$ cat src/i2c_slave_defines.vh
/*
 * Constants for the two-wire slave block: register offsets, field
 * positions, reset values and mode codes.
 * Assumes inclusion by bare name from the slave module.
 */
`ifndef I2C_SLAVE_DEFINES_VH
`define I2C_SLAVE_DEFINES_VH

// Register byte offsets on the AHB-Lite bus
`define OFS_CTRL0 8'h00
`define OFS_STATUS 8'h04
`define OFS_DATA 8'h08
`define OFS_ADDR 8'h0c
`define OFS_TIMEOUT 8'h10

// Status/control register fields
`define ST_XFER_DONE 7
`define ST_ADDR_MATCH 6
`define ST_BUS_BUSY 5
`define ST_TX_SELECT 4
`define ST_ACK_OUT 3
`define ST_RW_DIR 2
`define ST_WAKE_EN 1
`define ST_ACK_IN 0
`define STATUS_RESET 8'h81

// Control register 0 fields
`define C0_MODE_HI 7
`define C0_MODE_LO 5
`define C0_ENABLE 1
`define CTRL0_RESET 8'he0
`define MODE_I2C_SLAVE 3'h6

// Time-out control fields
`define TO_ENABLE 7
`define TO_FLAG 6

// Address register reset value
`define ADDR_RESET 8'h00

`endif

$ cat src/i2c_slave_status_protocol.v
/*
 * Slave-only two-wire serial interface with AHB-Lite register access.
 * Assumes SDA/SCL pads are open drain with external pull-ups; the pads
 * are asynchronous and pass two flip-flops before any logic reads them.
 * The time-out counter sits outside; only its overflow pulse enters.
 */
// Design decisions made here: the address map and the AHB-Lite interface to the registers.
// Overview of operation
// - Transfer flag low during byte, high after
// - START clears transfer-complete flag
// - Software data read clears transfer-complete flag
// - STOP sets transfer-complete flag
// - Address flag follows own address comparison
// - Busy set on START, cleared on STOP
// - START is SDA fall while SCL high
// - Direction bit selects receive or transmit
// - Ninth clock drives programmed acknowledge bit
// - Software clears acknowledge bit before receiving
// - Eighth bit stored as read/write flag
// - Seven address bits MSB first compared
// - Address match raises serial interrupt
// - Matched address acknowledged low on ninth bit
// - Hold SCL low after address ack and acked sent bytes until data access
// - Ninth clock samples master acknowledge
// - Send while acked, release on no ack
// - Address match wakes core when enabled
// - One interrupt shared by three sources
// - Init: mode 110, enable, address, interrupt
// - Enable rising resets status flags only
// - Time-out stops counter, clears enable, flags
`timescale 1ns/1ps
`include "i2c_slave_defines.vh"

module i2c_slave_status_protocol (
    // System clock and reset
    input wire hclk,
    input wire hresetn,
    // AHB-Lite slave
    input wire hsel,
    input wire [7:0] haddr,
    input wire [1:0] htrans,
    input wire hwrite,
    input wire [2:0] hsize,
    input wire [31:0] hwdata,
    input wire hready,
    output wire [31:0] hrdata,
    output wire hreadyout,
    output wire hresp,
    // Two-wire pads
    input wire scl_in,
    output wire scl_out,
    output wire scl_oe,
    input wire sda_in,
    output wire sda_out,
    output wire sda_oe,
    // Time-out counter link and system outputs
    input wire timeout_pulse,
    input wire serial_irq_enable,
    input wire core_asleep,
    output wire serial_irq,
    output wire wake_req
);

    // Bus states of the byte engine
    localparam S_IDLE = 3'd0;
    localparam S_ADDR = 3'd1;
    localparam S_AACK = 3'd2;
    localparam S_RX = 3'd3;
    localparam S_RACK = 3'd4;
    localparam S_TX = 3'd5;
    localparam S_TACK = 3'd6;
    localparam S_WAIT = 3'd7;

    // Pad synchronisers and previous samples
    reg scl_m_q, scl_s_q, scl_p_q;
    reg sda_m_q, sda_s_q, sda_p_q;
    // Software registers
    reg [7:0] ctrl0_q;
    reg [7:0] own_addr_reg_q;
    reg [7:0] serial_data_reg_q;
    reg timeout_enable_q;
    reg timeout_flag_q;
    // Status bits
    reg xfer_done_flag_q;
    reg addr_match_flag_q;
    reg bus_busy_flag_q;
    reg slave_tx_select_q;
    reg ack_out_bit_q;
    reg rw_dir_flag_q;
    reg match_wake_enable_q;
    reg ack_in_flag_q;
    // Engine state
    reg [2:0] state_q;
    reg [3:0] bit_cnt_q;
    reg [7:0] shift_q;
    reg sda_low_q;
    reg scl_hold_q;
    reg irq_pulse_q;
    reg enable_p_q;
    // Bus data phase registers
    reg dp_wr_q, dp_rd_q;
    reg [7:0] dp_addr_q;
    reg [31:0] hrdata_q;

    // Pad edge and condition decode
    wire scl_rise = scl_s_q & ~scl_p_q;
    wire scl_fall = ~scl_s_q & scl_p_q;
    wire start_det = scl_s_q & scl_p_q & sda_p_q & ~sda_s_q;
    wire stop_det = scl_s_q & scl_p_q & ~sda_p_q & sda_s_q;
    wire i2c_on = ctrl0_q[`C0_ENABLE] &
        (ctrl0_q[`C0_MODE_HI:`C0_MODE_LO] == `MODE_I2C_SLAVE);
    wire enable_rise = i2c_on & ~enable_p_q;

    // Bus request decode
    wire take = hsel & hready & htrans[1];
    wire wr_st = dp_wr_q & (dp_addr_q == `OFS_STATUS);
    wire wr_data = dp_wr_q & (dp_addr_q == `OFS_DATA);
    wire rd_data = dp_rd_q & (dp_addr_q == `OFS_DATA);

    // Single-cycle zero-wait OKAY slave
    assign hreadyout = 1'b1;
    assign hresp = 1'b0;
    assign hrdata = hrdata_q;

    // Open-drain pads drive only low
    assign sda_out = 1'b0;
    assign sda_oe = sda_low_q;
    assign scl_out = 1'b0;
    assign scl_oe = scl_hold_q;

    // Shared interrupt and wake request
    assign serial_irq = irq_pulse_q & serial_irq_enable;
    assign wake_req = match_wake_enable_q & addr_match_flag_q & core_asleep;

    // Two-stage pad synchronisers
    always @(posedge hclk or negedge hresetn) begin
        if (!hresetn) begin
            scl_m_q <= 1'b1;
            scl_s_q <= 1'b1;
            scl_p_q <= 1'b1;
            sda_m_q <= 1'b1;
            sda_s_q <= 1'b1;
            sda_p_q <= 1'b1;
            enable_p_q <= 1'b0;
        end else begin
            scl_m_q <= scl_in;
            scl_s_q <= scl_m_q;
            scl_p_q <= scl_s_q;
            sda_m_q <= sda_in;
            sda_s_q <= sda_m_q;
            sda_p_q <= sda_s_q;
            enable_p_q <= i2c_on;
        end
    end

    // Bus address phase capture
    always @(posedge hclk or negedge hresetn) begin
        if (!hresetn) begin
            dp_wr_q <= 1'b0;
            dp_rd_q <= 1'b0;
            dp_addr_q <= 8'h00;
        end else begin
            dp_wr_q <= take & hwrite;
            dp_rd_q <= take & ~hwrite;
            if (take) begin
                dp_addr_q <= haddr;
            end
        end
    end

    // Read mux, registered at the address phase
    always @(posedge hclk or negedge hresetn) begin
        if (!hresetn) begin
            hrdata_q <= 32'h0000_0000;
        end else if (take & ~hwrite) begin
            case (haddr)
                `OFS_CTRL0: hrdata_q <= {24'h000000, ctrl0_q};
                `OFS_STATUS: hrdata_q <= {24'h000000, xfer_done_flag_q,
                    addr_match_flag_q, bus_busy_flag_q, slave_tx_select_q,
                    ack_out_bit_q, rw_dir_flag_q, match_wake_enable_q,
                    ack_in_flag_q};
                `OFS_DATA: hrdata_q <= {24'h000000, serial_data_reg_q};
                `OFS_ADDR: hrdata_q <= {24'h000000, own_addr_reg_q};
                `OFS_TIMEOUT: hrdata_q <= {24'h000000, timeout_enable_q,
                    timeout_flag_q, 6'h00};
                default: hrdata_q <= 32'h0000_0000;
            endcase
        end
    end

    // Software-owned configuration registers
    always @(posedge hclk or negedge hresetn) begin
        if (!hresetn) begin
            ctrl0_q <= `CTRL0_RESET;
            own_addr_reg_q <= `ADDR_RESET;
            timeout_enable_q <= 1'b0;
            timeout_flag_q <= 1'b0;
        end else begin
            if (dp_wr_q & (dp_addr_q == `OFS_CTRL0)) begin
                ctrl0_q <= {hwdata[7:5], 1'b0, hwdata[3:0]};
            end
            if (dp_wr_q & (dp_addr_q == `OFS_ADDR)) begin
                own_addr_reg_q <= hwdata[7:0];
            end
            // Overflow wins over software clear
            if (timeout_pulse & timeout_enable_q) begin
                timeout_enable_q <= 1'b0;
                timeout_flag_q <= 1'b1;
            end else if (dp_wr_q & (dp_addr_q == `OFS_TIMEOUT)) begin
                timeout_enable_q <= hwdata[`TO_ENABLE];
                timeout_flag_q <= hwdata[`TO_FLAG];
            end
        end
    end

    // Byte engine, status flags and data register
    always @(posedge hclk or negedge hresetn) begin
        if (!hresetn) begin
            state_q <= S_IDLE;
            bit_cnt_q <= 4'h0;
            shift_q <= 8'h00;
            sda_low_q <= 1'b0;
            scl_hold_q <= 1'b0;
            irq_pulse_q <= 1'b0;
            serial_data_reg_q <= 8'h00;
            xfer_done_flag_q <= 1'b1;
            addr_match_flag_q <= 1'b0;
            bus_busy_flag_q <= 1'b0;
            slave_tx_select_q <= 1'b0;
            ack_out_bit_q <= 1'b0;
            rw_dir_flag_q <= 1'b0;
            match_wake_enable_q <= 1'b0;
            ack_in_flag_q <= 1'b1;
        end else begin
            irq_pulse_q <= 1'b0;
            // Writable control bits only; flags ignore writes
            if (wr_st) begin
                slave_tx_select_q <= hwdata[`ST_TX_SELECT];
                ack_out_bit_q <= hwdata[`ST_ACK_OUT];
                match_wake_enable_q <= hwdata[`ST_WAKE_EN];
            end
            // Software data access
            if (wr_data) begin
                serial_data_reg_q <= hwdata[7:0];
            end
            if (rd_data) begin
                xfer_done_flag_q <= 1'b0;
            end
            // Release clock hold on data access
            if ((wr_data | rd_data) & scl_hold_q) begin
                scl_hold_q <= 1'b0;
                if (slave_tx_select_q) begin
                    shift_q <= wr_data ? hwdata[7:0] : serial_data_reg_q;
                end
            end
            if (!i2c_on || enable_rise || (timeout_pulse & timeout_enable_q)) begin
                // Engine to idle; flags to defaults on enable rise or time-out, control bits kept
                state_q <= S_IDLE;
                sda_low_q <= 1'b0;
                scl_hold_q <= 1'b0;
                if (enable_rise || (timeout_pulse & timeout_enable_q)) begin
                    xfer_done_flag_q <= 1'b1;
                    addr_match_flag_q <= 1'b0;
                    bus_busy_flag_q <= 1'b0;
                    rw_dir_flag_q <= 1'b0;
                    ack_in_flag_q <= 1'b1;
                    irq_pulse_q <= timeout_pulse;
                end
            end else if (start_det) begin
                // Master-only START begins address phase
                state_q <= S_ADDR;
                bit_cnt_q <= 4'h0;
                xfer_done_flag_q <= 1'b0;
                bus_busy_flag_q <= 1'b1;
                addr_match_flag_q <= 1'b0;
                sda_low_q <= 1'b0;
            end else if (stop_det) begin
                state_q <= S_IDLE;
                xfer_done_flag_q <= 1'b1;
                bus_busy_flag_q <= 1'b0;
                sda_low_q <= 1'b0;
                scl_hold_q <= 1'b0;
            end else begin
                case (state_q)
                    S_ADDR: begin
                        // Shift address then direction bit
                        if (scl_rise) begin
                            shift_q <= {shift_q[6:0], sda_s_q};
                            bit_cnt_q <= bit_cnt_q + 4'h1;
                        end
                        if (scl_fall && bit_cnt_q == 4'h8) begin
                            bit_cnt_q <= 4'h0;
                            if (shift_q[7:1] == own_addr_reg_q[7:1]) begin
                                addr_match_flag_q <= 1'b1;
                                rw_dir_flag_q <= shift_q[0];
                                irq_pulse_q <= 1'b1;
                                sda_low_q <= 1'b1;
                                state_q <= S_AACK;
                            end else begin
                                addr_match_flag_q <= 1'b0;
                                state_q <= S_WAIT;
                            end
                        end
                    end
                    S_AACK: begin
                        // After ack clock, hold SCL for service
                        if (scl_fall) begin
                            scl_hold_q <= 1'b1;
                            state_q <= rw_dir_flag_q ? S_TX : S_RX;
                            sda_low_q <= 1'b0;
                        end
                    end
                    S_RX: begin
                        // Receive one byte MSB first
                        if (scl_rise) begin
                            shift_q <= {shift_q[6:0], sda_s_q};
                            bit_cnt_q <= bit_cnt_q + 4'h1;
                        end
                        if (scl_fall && bit_cnt_q == 4'h8) begin
                            bit_cnt_q <= 4'h0;
                            serial_data_reg_q <= shift_q;
                            xfer_done_flag_q <= 1'b1;
                            irq_pulse_q <= 1'b1;
                            sda_low_q <= ~ack_out_bit_q;
                            state_q <= S_RACK;
                        end else if (scl_fall) begin
                            xfer_done_flag_q <= 1'b0;
                        end
                    end
                    S_RACK: begin
                        // Release ack at end of ninth clock
                        if (scl_fall) begin
                            sda_low_q <= 1'b0;
                            state_q <= S_RX;
                        end
                    end
                    S_TX: begin
                        // Drive bits on SCL low, MSB first
                        if (!scl_hold_q && !scl_s_q && bit_cnt_q < 4'h8) begin
                            sda_low_q <= ~shift_q[7];
                        end
                        if (scl_fall) begin
                            shift_q <= {shift_q[6:0], 1'b1};
                            bit_cnt_q <= bit_cnt_q + 4'h1;
                            xfer_done_flag_q <= 1'b0;
                            if (bit_cnt_q == 4'h7) begin
                                sda_low_q <= 1'b0;
                                state_q <= S_TACK;
                            end
                        end
                    end
                    S_TACK: begin
                        // Sample master ack on ninth clock
                        if (scl_rise) begin
                            ack_in_flag_q <= sda_s_q;
                        end
                        if (scl_fall) begin
                            bit_cnt_q <= 4'h0;
                            xfer_done_flag_q <= 1'b1;
                            irq_pulse_q <= 1'b1;
                            if (ack_in_flag_q) begin
                                state_q <= S_WAIT;
                            end else begin
                                scl_hold_q <= 1'b1;
                                state_q <= S_TX;
                            end
                        end
                    end
                    S_WAIT: begin
                        // SDA released, await STOP or repeated START
                        sda_low_q <= 1'b0;
                    end
                    default: begin
                        state_q <= S_IDLE;
                    end
                endcase
            end
        end
    end

endmodule

$ cat config.mk
export PLATFORM = sky130hd
export DESIGN_NAME = i2c_slave_status_protocol
export DESIGN_NICKNAME = d
export VERILOG_FILES = /design/src/i2c_slave_status_protocol.v
export VERILOG_INCLUDE_DIRS = /design/src
export SDC_FILE = /design/constraint.sdc
export NUM_CORES = 1
export LEC_CHECK = 0
export ABC_CLOCK_PERIOD_IN_PS = 2400
export BUFFER_PORTS_ARGS = -buffer_cell sky130_fd_sc_hd__buf_2
export CORE_UTILIZATION = 55
export DETAILED_ROUTE_END_ITERATION = 6
export PLACE_DENSITY_LB_ADDON = 0.12
export SLEW_MARGIN = 20
export SYNTH_ARGS = -nofsm -noshare
export SYNTH_HDL_FRONTEND = slang
export SYNTH_SLANG_ARGS = --single-unit
$ cat constraint.sdc
create_clock -name hclk -period 2.4 [get_ports hclk]
set_clock_uncertainty 0.2 [all_clocks]
set_input_delay 0.36 -clock hclk [delete_from_list [all_inputs] [get_ports hclk]]
set_output_delay 0.36 -clock hclk [all_outputs]
set_load 0.005 [all_outputs]
# Word level (Yosys, flattened, before mapping)
# Index checks and enable logic that the tools add are counted.
[op_classes]
add_sub_neg = 1
n_lt_le_gt_ge = 1
n_eq_ne = 37
mux = 98
bitwise = 34
n_reduce_logical = 31
[op_table]
columns = ["cell", "count"]
rows = [
  ["2-to-1 mux 8 bit", 13],
  ["2-to-1 mux 1 bit", 58],
  ["inequality test 5 bit (second input constant)", 8],
  ["one-hot mux 8 bit (5 select lines)", 1],
  ["2-to-1 mux 3 bit", 12],
  ["equality test 8 x 4 -> 1 bit (second input constant)", 4],
  ["AND 1 bit", 24],
  ["2-to-1 mux 4 bit", 6],
  ["one-hot mux 3 bit (7 select lines)", 1],
  ["equality test 8 x 3 -> 1 bit (second input constant)", 2],
  ["equality test 8 x 5 -> 1 bit (second input constant)", 2],
  ["logical NOT 8 bit", 2],
  ["one-hot mux 8 bit (2 select lines)", 1],
  ["equality test 3 bit (second input constant)", 5],
  ["one-hot mux 4 bit (3 select lines)", 1],
  ["AND reduction 6 bit", 2],
  ["nonzero test 2 bit", 6],
  ["AND reduction 5 bit", 2],
  ["NOT 1 bit", 9],
  ["nonzero test 3 bit", 3],
  ["AND reduction 8 bit", 1],
  ["nonzero test 8 bit", 1],
  ["equality test 7 bit", 1],
  ["equality test 3 x 2 -> 1 bit (second input constant)", 2],
  ["other kinds (24)", 35],
]
[word_totals]
reg_bits = 100
input_bits = 55
wordCells = 232

# Depth between registers and ports, before layout
# Gate-level depths: netlist of the first run.
[logic_depth]
ltp_word = 11
depth_mapped = 8
mapped_depth_nobuf = 7

# Worst setup path before layout of the first run
# Ideal clock, no wire load.
[synth_timing]
kind = "register to register"
from = "register scl_s_q"
to = "register shift_q[1]"
arrival_time_ps = 1678
required_ps = 2060
setup_slack_ps = 382
path_stages_with_launch = 9
path_buffers = 3
synth_period_minus_slack_ps = 2018
cell_sequence = "dfstp_2 buf_6 or2b_1 o22ai_1 and3_1 buf_2 or2_1 buf_2 o221ai_1"
[synth_via]
elab_chain_len = 7
elab_cells_between_ends = 14
[synth_rtl]
columns = ["element", "line_no", "rtl"]
rows = [
  ["start, declared", "i2c_slave_status_protocol.v:75", "reg scl_m_q, scl_s_q, scl_p_q;"],
  ["start signal, assigned", "i2c_slave_status_protocol.v:147", "scl_s_q <= scl_m_q;"],
  ["NOT 1 bit", "i2c_slave_status_protocol.v:107", "wire scl_fall = ~scl_s_q & scl_p_q;"],
  ["AND 1 bit", "i2c_slave_status_protocol.v:107", ""],
  ["2-to-1 mux 8 bit", "i2c_slave_status_protocol.v:342", "if (scl_fall) begin"],
  ["one-hot mux 8 bit (2 select lines)", "i2c_slave_status_protocol.v:284", "case (state_q)"],
  ["2-to-1 mux 8 bit", "i2c_slave_status_protocol.v:277", "end else if (stop_det) begin"],
  ["2-to-1 mux 8 bit (*)", "i2c_slave_status_protocol.v:269", "end else if (start_det) begin"],
  ["2-to-1 mux 8 bit (*)", "i2c_slave_status_protocol.v:256", "if (!i2c_on || enable_rise || (timeout_pulse & timeout_enable_q)) begin"],
  ["end signal, assigned", "i2c_slave_status_protocol.v:253", "shift_q <= wr_data ? hwdata[7:0] : serial_data_reg_q;"],
  ["end signal, assigned", "i2c_slave_status_protocol.v:288", "shift_q <= {shift_q[6:0], sda_s_q};"],
  ["end signal, assigned", "i2c_slave_status_protocol.v:316", "shift_q <= {shift_q[6:0], sda_s_q};"],
  ["end, declared", "i2c_slave_status_protocol.v:95", "reg [7:0] shift_q;"],
]
# Mark *: on every way between the ends. The rest lies on a longest branch, timed or not.
# A chain may end at the register's enable or synchronous reset.

# Worst setup path after layout of the first run
[layout_timing]
from = "register dp_addr_q[1]"
to = "register shift_q[3]"
[layout_via]
elab_chain_len = 10
elab_cells_between_ends = 14
[layout_rtl]
columns = ["element", "line_no", "rtl"]
rows = [
  ["start, declared", "i2c_slave_status_protocol.v:102", "reg [7:0] dp_addr_q;"],
  ["start signal, assigned", "i2c_slave_status_protocol.v:166", "dp_addr_q <= haddr;"],
  ["equality test 8 x 4 -> 1 bit (no line) (*)", "-", ""],
  ["AND 1 bit, on equally long branches", "i2c_slave_status_protocol.v:117, i2c_slave_status_protocol.v:118", ""],
  ["2-to-1 mux 8 bit / bitwise OR 1 bit (equally long branches)", "i2c_slave_status_protocol.v:253, i2c_slave_status_protocol.v:250", ""],
  ["2-to-1 mux 8 bit / AND 1 bit (equally long branches)", "i2c_slave_status_protocol.v:252, i2c_slave_status_protocol.v:250", ""],
  ["2-to-1 mux 8 bit (*)", "i2c_slave_status_protocol.v:250", "if ((wr_data | rd_data) & scl_hold_q) begin"],
  ["2-to-1 mux 8 bit, on equally long branches", "i2c_slave_status_protocol.v:342, i2c_slave_status_protocol.v:287, i2c_slave_status_protocol.v:315", ""],
  ["one-hot mux 8 bit (2 select lines)", "i2c_slave_status_protocol.v:284", ""],
  ["2-to-1 mux 8 bit", "i2c_slave_status_protocol.v:277", ""],
  ["2-to-1 mux 8 bit", "i2c_slave_status_protocol.v:269", ""],
  ["2-to-1 mux 8 bit (*)", "i2c_slave_status_protocol.v:256", ""],
]
# Marks and branches as above.

==> results of run 1 <==
## registers in the layout, summed over array words and instances, names as in the netlist, 3 cells and up
signal             cells
bit_cnt_q              4
ctrl0_q                7
dp_addr_q              8
hrdata                 8
own_addr_reg_q         8
serial_data_reg_q      8
shift_q                8
state_q                3
## cells by family after synthesis
| logic type | Yosys count |
|---|---|
| AOI/OAI and AO/OA | 92 |
| xor gates and xnor gates | 9 |
| DFF | 76 |
| adders and majority gates | 2 |
| muxes | 54 |
| buffers and inverters | 63 |
| and+or+nand+nor | 124 |
| other | 2 |
## cell usage in the layout, fill, tap and decap left out, drive strengths merged, types with 3 or more instances in the layout
cell type,n
o221ai,6
nand2b,7
nand2,39
and3b,3
xor2,9
dlygate4sd3,3
a22oi,9
nor2,20
a21boi,4
mux2,39
a21oi,15
dfstp,11
conb,28
o211ai,3
dfrtp,65
nand4b,3
nand3,15
o22ai,4
nor3,6
nor2b,6
inv,22
nor4,4
a21o,3
nand3b,4
o21ai,24
mux2i,15
a32oi,3
buf,61
clkbuf,9
## power groups by stage
stage	logic [mW]	clock network, mW	registers [mW]
2_1_floorplan	0.208	0	1.44
3_3_place_gp	0.257	0	1.47
3_5_place_dp	0.264	0	1.48
4_1_cts	0.269	1.16	1.45
5_1_grt	0.298	1.21	1.47
6_report	0.269	1.13	1.46
## synthesized netlist by cell type, types with 3 or more instances
cell / count
dfrtp_1: 65
nand2_1: 39
buf_4: 30
mux2_2: 30
nor2_1: 20
inv_1: 18
o21ai_0: 17
a21oi_1: 15
mux2i_1: 15
nand3_1: 15
dfstp_2: 11
a22oi_1: 9
mux2_1: 9
xor2_1: 9
clkbuf_1: 7
o21ai_1: 7
buf_2: 6
nand2b_1: 6
nor2b_1: 6
o221ai_1: 6
nand3b_1: 4
o22ai_1: 4
a21boi_0: 3
a21o_1: 3
a32oi_1: 3
and3b_1: 3
nor3_1: 3
o211ai_1: 3
## worst register-to-register path, cell delays in order (launching register included)
cell       delay [ps]
dfrtp_1           420
nor4_4            360
and3b_1           290
o2111ai_1         260
or2_1             410
o221ai_1          220
## path summary, 6_finish.rpt
check	from	to	slack (ps)	cells after the start
max in group asynchronous	hresetn	scl_m_q	1070	3
min in group asynchronous	hresetn	hrdata[1]	280	2
worst min-delay path	hwdata[2]	ctrl0_q[2]	50	2
worst min register to register	scl_m_q	scl_s_q	160	0
worst max-delay path	dp_addr_q[1]	shift_q[3]	150	5
worst max register to register	dp_addr_q[1]	shift_q[3]	150	5
## what timing repair did
item / in CTS / in global routing
hold buffers: 3 / 0
resized for setup: 0 / 1
hold endpoints to repair: 31 / 0
setup endpoints to repair: 0 / 4
## per-layer routing
layer	GRT usage, %	wire [um]
met5	0	0
met4	7.94	132
met3	3.60	436
met2	40.8	4740
met1	38.7	4830
## through the flow
| step | utilization, % | power [mW] | setup WS [ps] |
|---|---|---|---|
| after floorplan | - | 1.65 | 382 |
| after global placement | 60.5 | 1.73 | 208 |
| after detailed placement | 60.5 | 1.74 | 128 |
| after CTS | 63.9 | 2.88 | 113 |
| after global routing | 64.0 | 2.98 | 11.5 |
| final | 64.0 | 2.86 | 155 |
## final cells by class
cell class	count	share of cell area (%)
Multi-Input combinational cell	309	44.1
Tap cell	102	2.59
Clock buffer	9	2.52
Timing Repair Buffer	64	8.29
Sequential cell	76	38.9
Inverter	18	1.37
Clock inverter	7	2.14
==> metrics, run 1 <==
min cycle time layout=2250 ps; WP buf/inv=0; core footprint=7690 sq um; sequential power share=51.0%; multi-input logic area=2170 sq um; clk sinks=76; DR WL/cell=17.3 um; largest net degree at the start of global routing=47; worst slew pin tran=558 ps; top cell type's share of synthesized area=37.4%; setup TNS=0 ps; EDFF count, synth=0; Setup-failing EPs final=0; DRC violations left=1; Longest Clk Path Bufs=2; post-DP HPWL=7490 um; CP Class=flip-flop to flip-flop; Worst setup EP type=flip-flop; Post-Syn Instances=422; die width=91.0 um; share of layout cells above drive strength 1=28.0%; Vias/cell=5.71; Yosys warnings=0; routed wire length=10,100 um; IO Pins=95; worst path required time=2470 ps; critical path's top delay family=simple AND/OR/NAND/NOR gates; Total GRT Usage=26.4%; Starting DRT DRC Count=210; Critical Path Max Stage Delay=420 ps; antenna viol nets, final=0; Peak supply drop=0.388 mV; crit path launch type=flip-flop; Crit-path slowest cell=dfrtp_1; global-route wire length before repair=16,900 um; outcome=finished, violations left; mux cell area share after synthesis=13.5%; cell area after synthesis=4350 sq um; WP data arrival=2320 ps; Hold Crit Class=primary input to flip-flop; CTS root buffer=clkbuf_8; fill cell total of the finished layout=641; tightest hold margin=47.6 ps; vias=3,338; internal power=2.10 mW; CTS HTree Levels=3; FF/Latch Area=1920 sq um; area leader, netlist=dfrtp_1; die height=91.0 um; Synth cell types=69; Layout area overhead=13.0%; Starting Density=56.6%; CTS clock-pin slew for the worst setup and hold paths=90 ps; worst rel slew slack=62.8%; combinational share of power=9.4%; simple logic cell fraction of the synthesized area=16.5%; Net count, final=535; CP Max Fanout=7; Sw Pwr=757 uW; adder-cell share of the synthesized area=0.575%; TritonCTS Buffers=9; IO buf count=38; max-cap viol count=0; clk_lat worst skew=360 ps; Finished Cell Area=4920 sq um; number of global-route vias before repair=3,196; Synth Register Bits=76; non-filler cells, final=585; Fin. Hold Viols=0; Power Dens Cells=581 nW/um^2; Placement Cell Area=4650 sq um; Die Footprint=8270 sq um; antenna violations before repair=0; CTS tree=yes; Sw Ratio=26.5%; xor-xnor portion of the synthesized cell area=1.81%; # Post-CTS Setup Buffers=0; total gr overflow=0; unrepaired setup endpoints after global routing=false; Final period util=93.5%; syn avg cell area=10.3 sq um; failing checks=design-rule violations; Synth Area in Compound Gates=14.8%; Max Freq=0.445 GHz; largest family of logic cells by synthesized area=simple AND/OR/NAND/NOR gates; num rows=32; Pins Over Slew Limit=0; leading register cell type out of synthesis=dfrtp_1; n_diodes=0; gp weighted congestion=0.898; clock share of power=39.6%; dominant cells by area after synthesis=dfrtp_1 37%, mux2_2 7.8%, dfstp_2 6.6%; leakage power=2.34 nW; Seq/Total Area, Yosys=44.0%; Critical Path, Cell by Cell=nor4_4 > and3b_1 > o2111ai_1 > or2_1 > o221ai_1; DRT Pass-1 Iters=7; placed cell count=566; Async S/R FF share, synth=100%
Note: power is estimated with default switching activity, not from simulation.
==> run 2: changes to the inputs <==
--- a/config.mk
+++ b/config.mk
@@ -6,9 +6,11 @@
 export SDC_FILE = /design/constraint.sdc
 export NUM_CORES = 1
 export LEC_CHECK = 0
+export ABC_AREA = 1
 export ABC_CLOCK_PERIOD_IN_PS = 2400
 export BUFFER_PORTS_ARGS = -buffer_cell sky130_fd_sc_hd__buf_2
 export CORE_UTILIZATION = 55
+export CTS_CLUSTER_SIZE = 24
 export DETAILED_ROUTE_END_ITERATION = 6
 export PLACE_DENSITY_LB_ADDON = 0.12
 export SLEW_MARGIN = 20
==> metrics, run 2 <==
min cycle time layout=2070 ps; total gr overflow=0; CTS tree=yes; CTS clock-pin slew for the worst setup and hold paths=90 ps; WP data arrival=2110 ps; cell area after synthesis=4450 sq um; fill cell total of the finished layout=728; multi-input logic area=2090 sq um; Net count, final=666; antenna violations before repair=0; n_diodes=0; FF/Latch Area=1920 sq um; pre-CTS WS=342 ps; die height=91.9 um; CTS HTree Levels=3; Synth Register Bits=76; DR WL/cell=14.6 um; Critical Path, Cell by Cell=nand4_4 > nor2_8 > nand2_4 > nor2_8 > nand2_8 > mux2_4; Synth cell types=46; Starting DRT DRC Count=263; top cell type's share of synthesized area=36.6%; Worst setup EP type=flip-flop; Total GRT Usage=26.9%; IO Pins=95; most numerous cell in the Yosys netlist=nand2_1; internal power=1.91 mW; Final period util=86.3%; Layout area overhead=8.89%; DRC violations left=0; EDFF count, synth=0; antenna viol nets, final=0; Design Power=2.72 mW; Critical Path Max Stage Delay=570 ps; Vias/cell=5.25; Pins Over Slew Limit=0; Die Footprint=8450 sq um; worst rel slew slack=63.2%; worst path required time=2440 ps; CTS root buffer=clkbuf_8; num rows=32; combinational share of power=13.5%; area leader, netlist=dfrtp_1; gp weighted congestion=0.877; Hold Crit Class=primary input to flip-flop; CP Class=flip-flop to flip-flop; CP Max Fanout=14; Sw Ratio=29.7%; Setup-failing EPs final=0; Sw Pwr=807 uW; Placement Cell Area=4640 sq um; critical path's top delay family=simple AND/OR/NAND/NOR gates; routed wire length=10,400 um; crit path launch type=flip-flop; share of layout cells above drive strength 1=18.7%; outcome=finished clean; Finished Cell Area=4840 sq um; clock share of power=32.0%; min setup slack post-route=330 ps; commonest non-fill, non-tap cells in the layout=140 x nand2_1, 65 x inv_1, 65 x dfrtp_1, 59 x o21ai_0, 37 x buf_2; WP buf/inv=0; Yosys warnings=0; number of global-route vias before repair=3,566; largest net degree at the start of global routing=40; Max Freq=0.483 GHz; Seq/Total Area, Yosys=43.1%; vias=3,762; leading register cell type out of synthesis=dfrtp_1; dominant cells by area after synthesis=dfrtp_1 37%, nand2_1 12%, o21ai_0 6.6%; die width=91.9 um; core footprint=7770 sq um; placed cell count=697; final core occ=62.3%; Most common cell on crit path=nor2_8; syn avg cell area=7.91 sq um; clk sinks=76; Fin. Hold Viols=0; Async S/R FF share, synth=100%; DRT Pass-1 Iters=5; clk_lat worst skew=350 ps; Peak supply drop=0.348 mV; Post-Syn Instances=562; IO buf count=38; TritonCTS Buffers=9; leakage power=2.43 nW; global-route wire length before repair=17,500 um; post-DP HPWL=8080 um; sequential power share=54.4%; Power Dens Cells=561 nW/um^2; non-filler cells, final=716; Crit-path slowest cell=dfstp_2; Starting Density=57.2%; setup TNS=0 ps; most common cell after layout, fill and taps aside=nand2_1; Longest Clk Path Bufs=2; unrepaired setup endpoints after global routing=false; worst slew pin tran=551 ps; max-cap viol count=0; Commonest cells post-synth=140 x nand2_1, 65 x dfrtp_1, 65 x inv_1; tightest hold margin=45.4 ps
==> run 2: worst paths after layout <==
kind	start	end	slack, ps	cells after the start
max	ctrl0_q[6]	serial_data_reg_q[1]	330	6
min	hwrite	dp_wr_q	50	3
max reg2reg	ctrl0_q[6]	serial_data_reg_q[1]	330	6
min reg2reg	scl_m_q	scl_s_q	160	0
max in group asynchronous	hresetn	sda_m_q	1020	3
min in group asynchronous	hresetn	dp_addr_q[6]	310	2
==> run 2: layer usage <==
metal / share of wire, % / track usage, % / vias to the layer above / routed length, um
li1: - / - / 1855 / -
met1: 48 / 39.0 / 1758 / 4990
met2: 45 / 42.4 / 134 / 4710
met3: 5.8 / 3.57 / 15 / 603
met4: 1.3 / 7.16 / 0 / 131
met5: 0 / 0 / - / 0
==> run 2: power groups by stage <==
stage,combinational [mW],sequential (mW),clock [mW]
5_1_grt,0.423,1.49,0.940
3_3_place_gp,0.352,1.50,0
2_1_floorplan,0.271,1.48,0
6_report,0.367,1.48,0.871
4_1_cts,0.368,1.48,0.884
3_5_place_dp,0.361,1.50,0
==> run 2: worst reg2reg max path, stage by stage, from the launching register on <==
cell     delay, ps
dfstp_2        570
nand4_4        170
nor2_8         190
nand2_4        130
nor2_8         220
nand2_8        150
mux2_4         330
==> run 2: cells by family (layout without fill, tap and decap cells) <==
kind of cell	after synthesis	count (layout)	share of synthesized area [%]
buffers and inverters	109	135	12.0
other	2	28	0.169
adder cells (fa/ha/maj)	2	2	0.563
XOR/XNOR	9	9	1.77
flip-flops	76	76	43.1
AND/OR/NAND/NOR	241	241	25.8
AO/OA/AOI/OAI	121	121	15.9
multiplexers	2	2	0.676
==> run 2: cell type report <==
| cell class | count | share of cell area (%) |
|---|---|---|
| Clock inverter | 5 | 0.775 |
| Inverter | 76 | 5.89 |
| Multi-Input combinational cell | 403 | 43.2 |
| Sequential cell | 76 | 39.6 |
| Clock buffer | 11 | 2.71 |
| Tap cell | 102 | 2.64 |
| Timing Repair Buffer | 43 | 5.17 |
==> run 2: repair_timing <==
action,CTS,global route
endpoints found under the setup margin,0,0
gates resized for setup,0,0
hold buffers,3,0
endpoints found under the hold margin,36,0
setup buffers,0,0
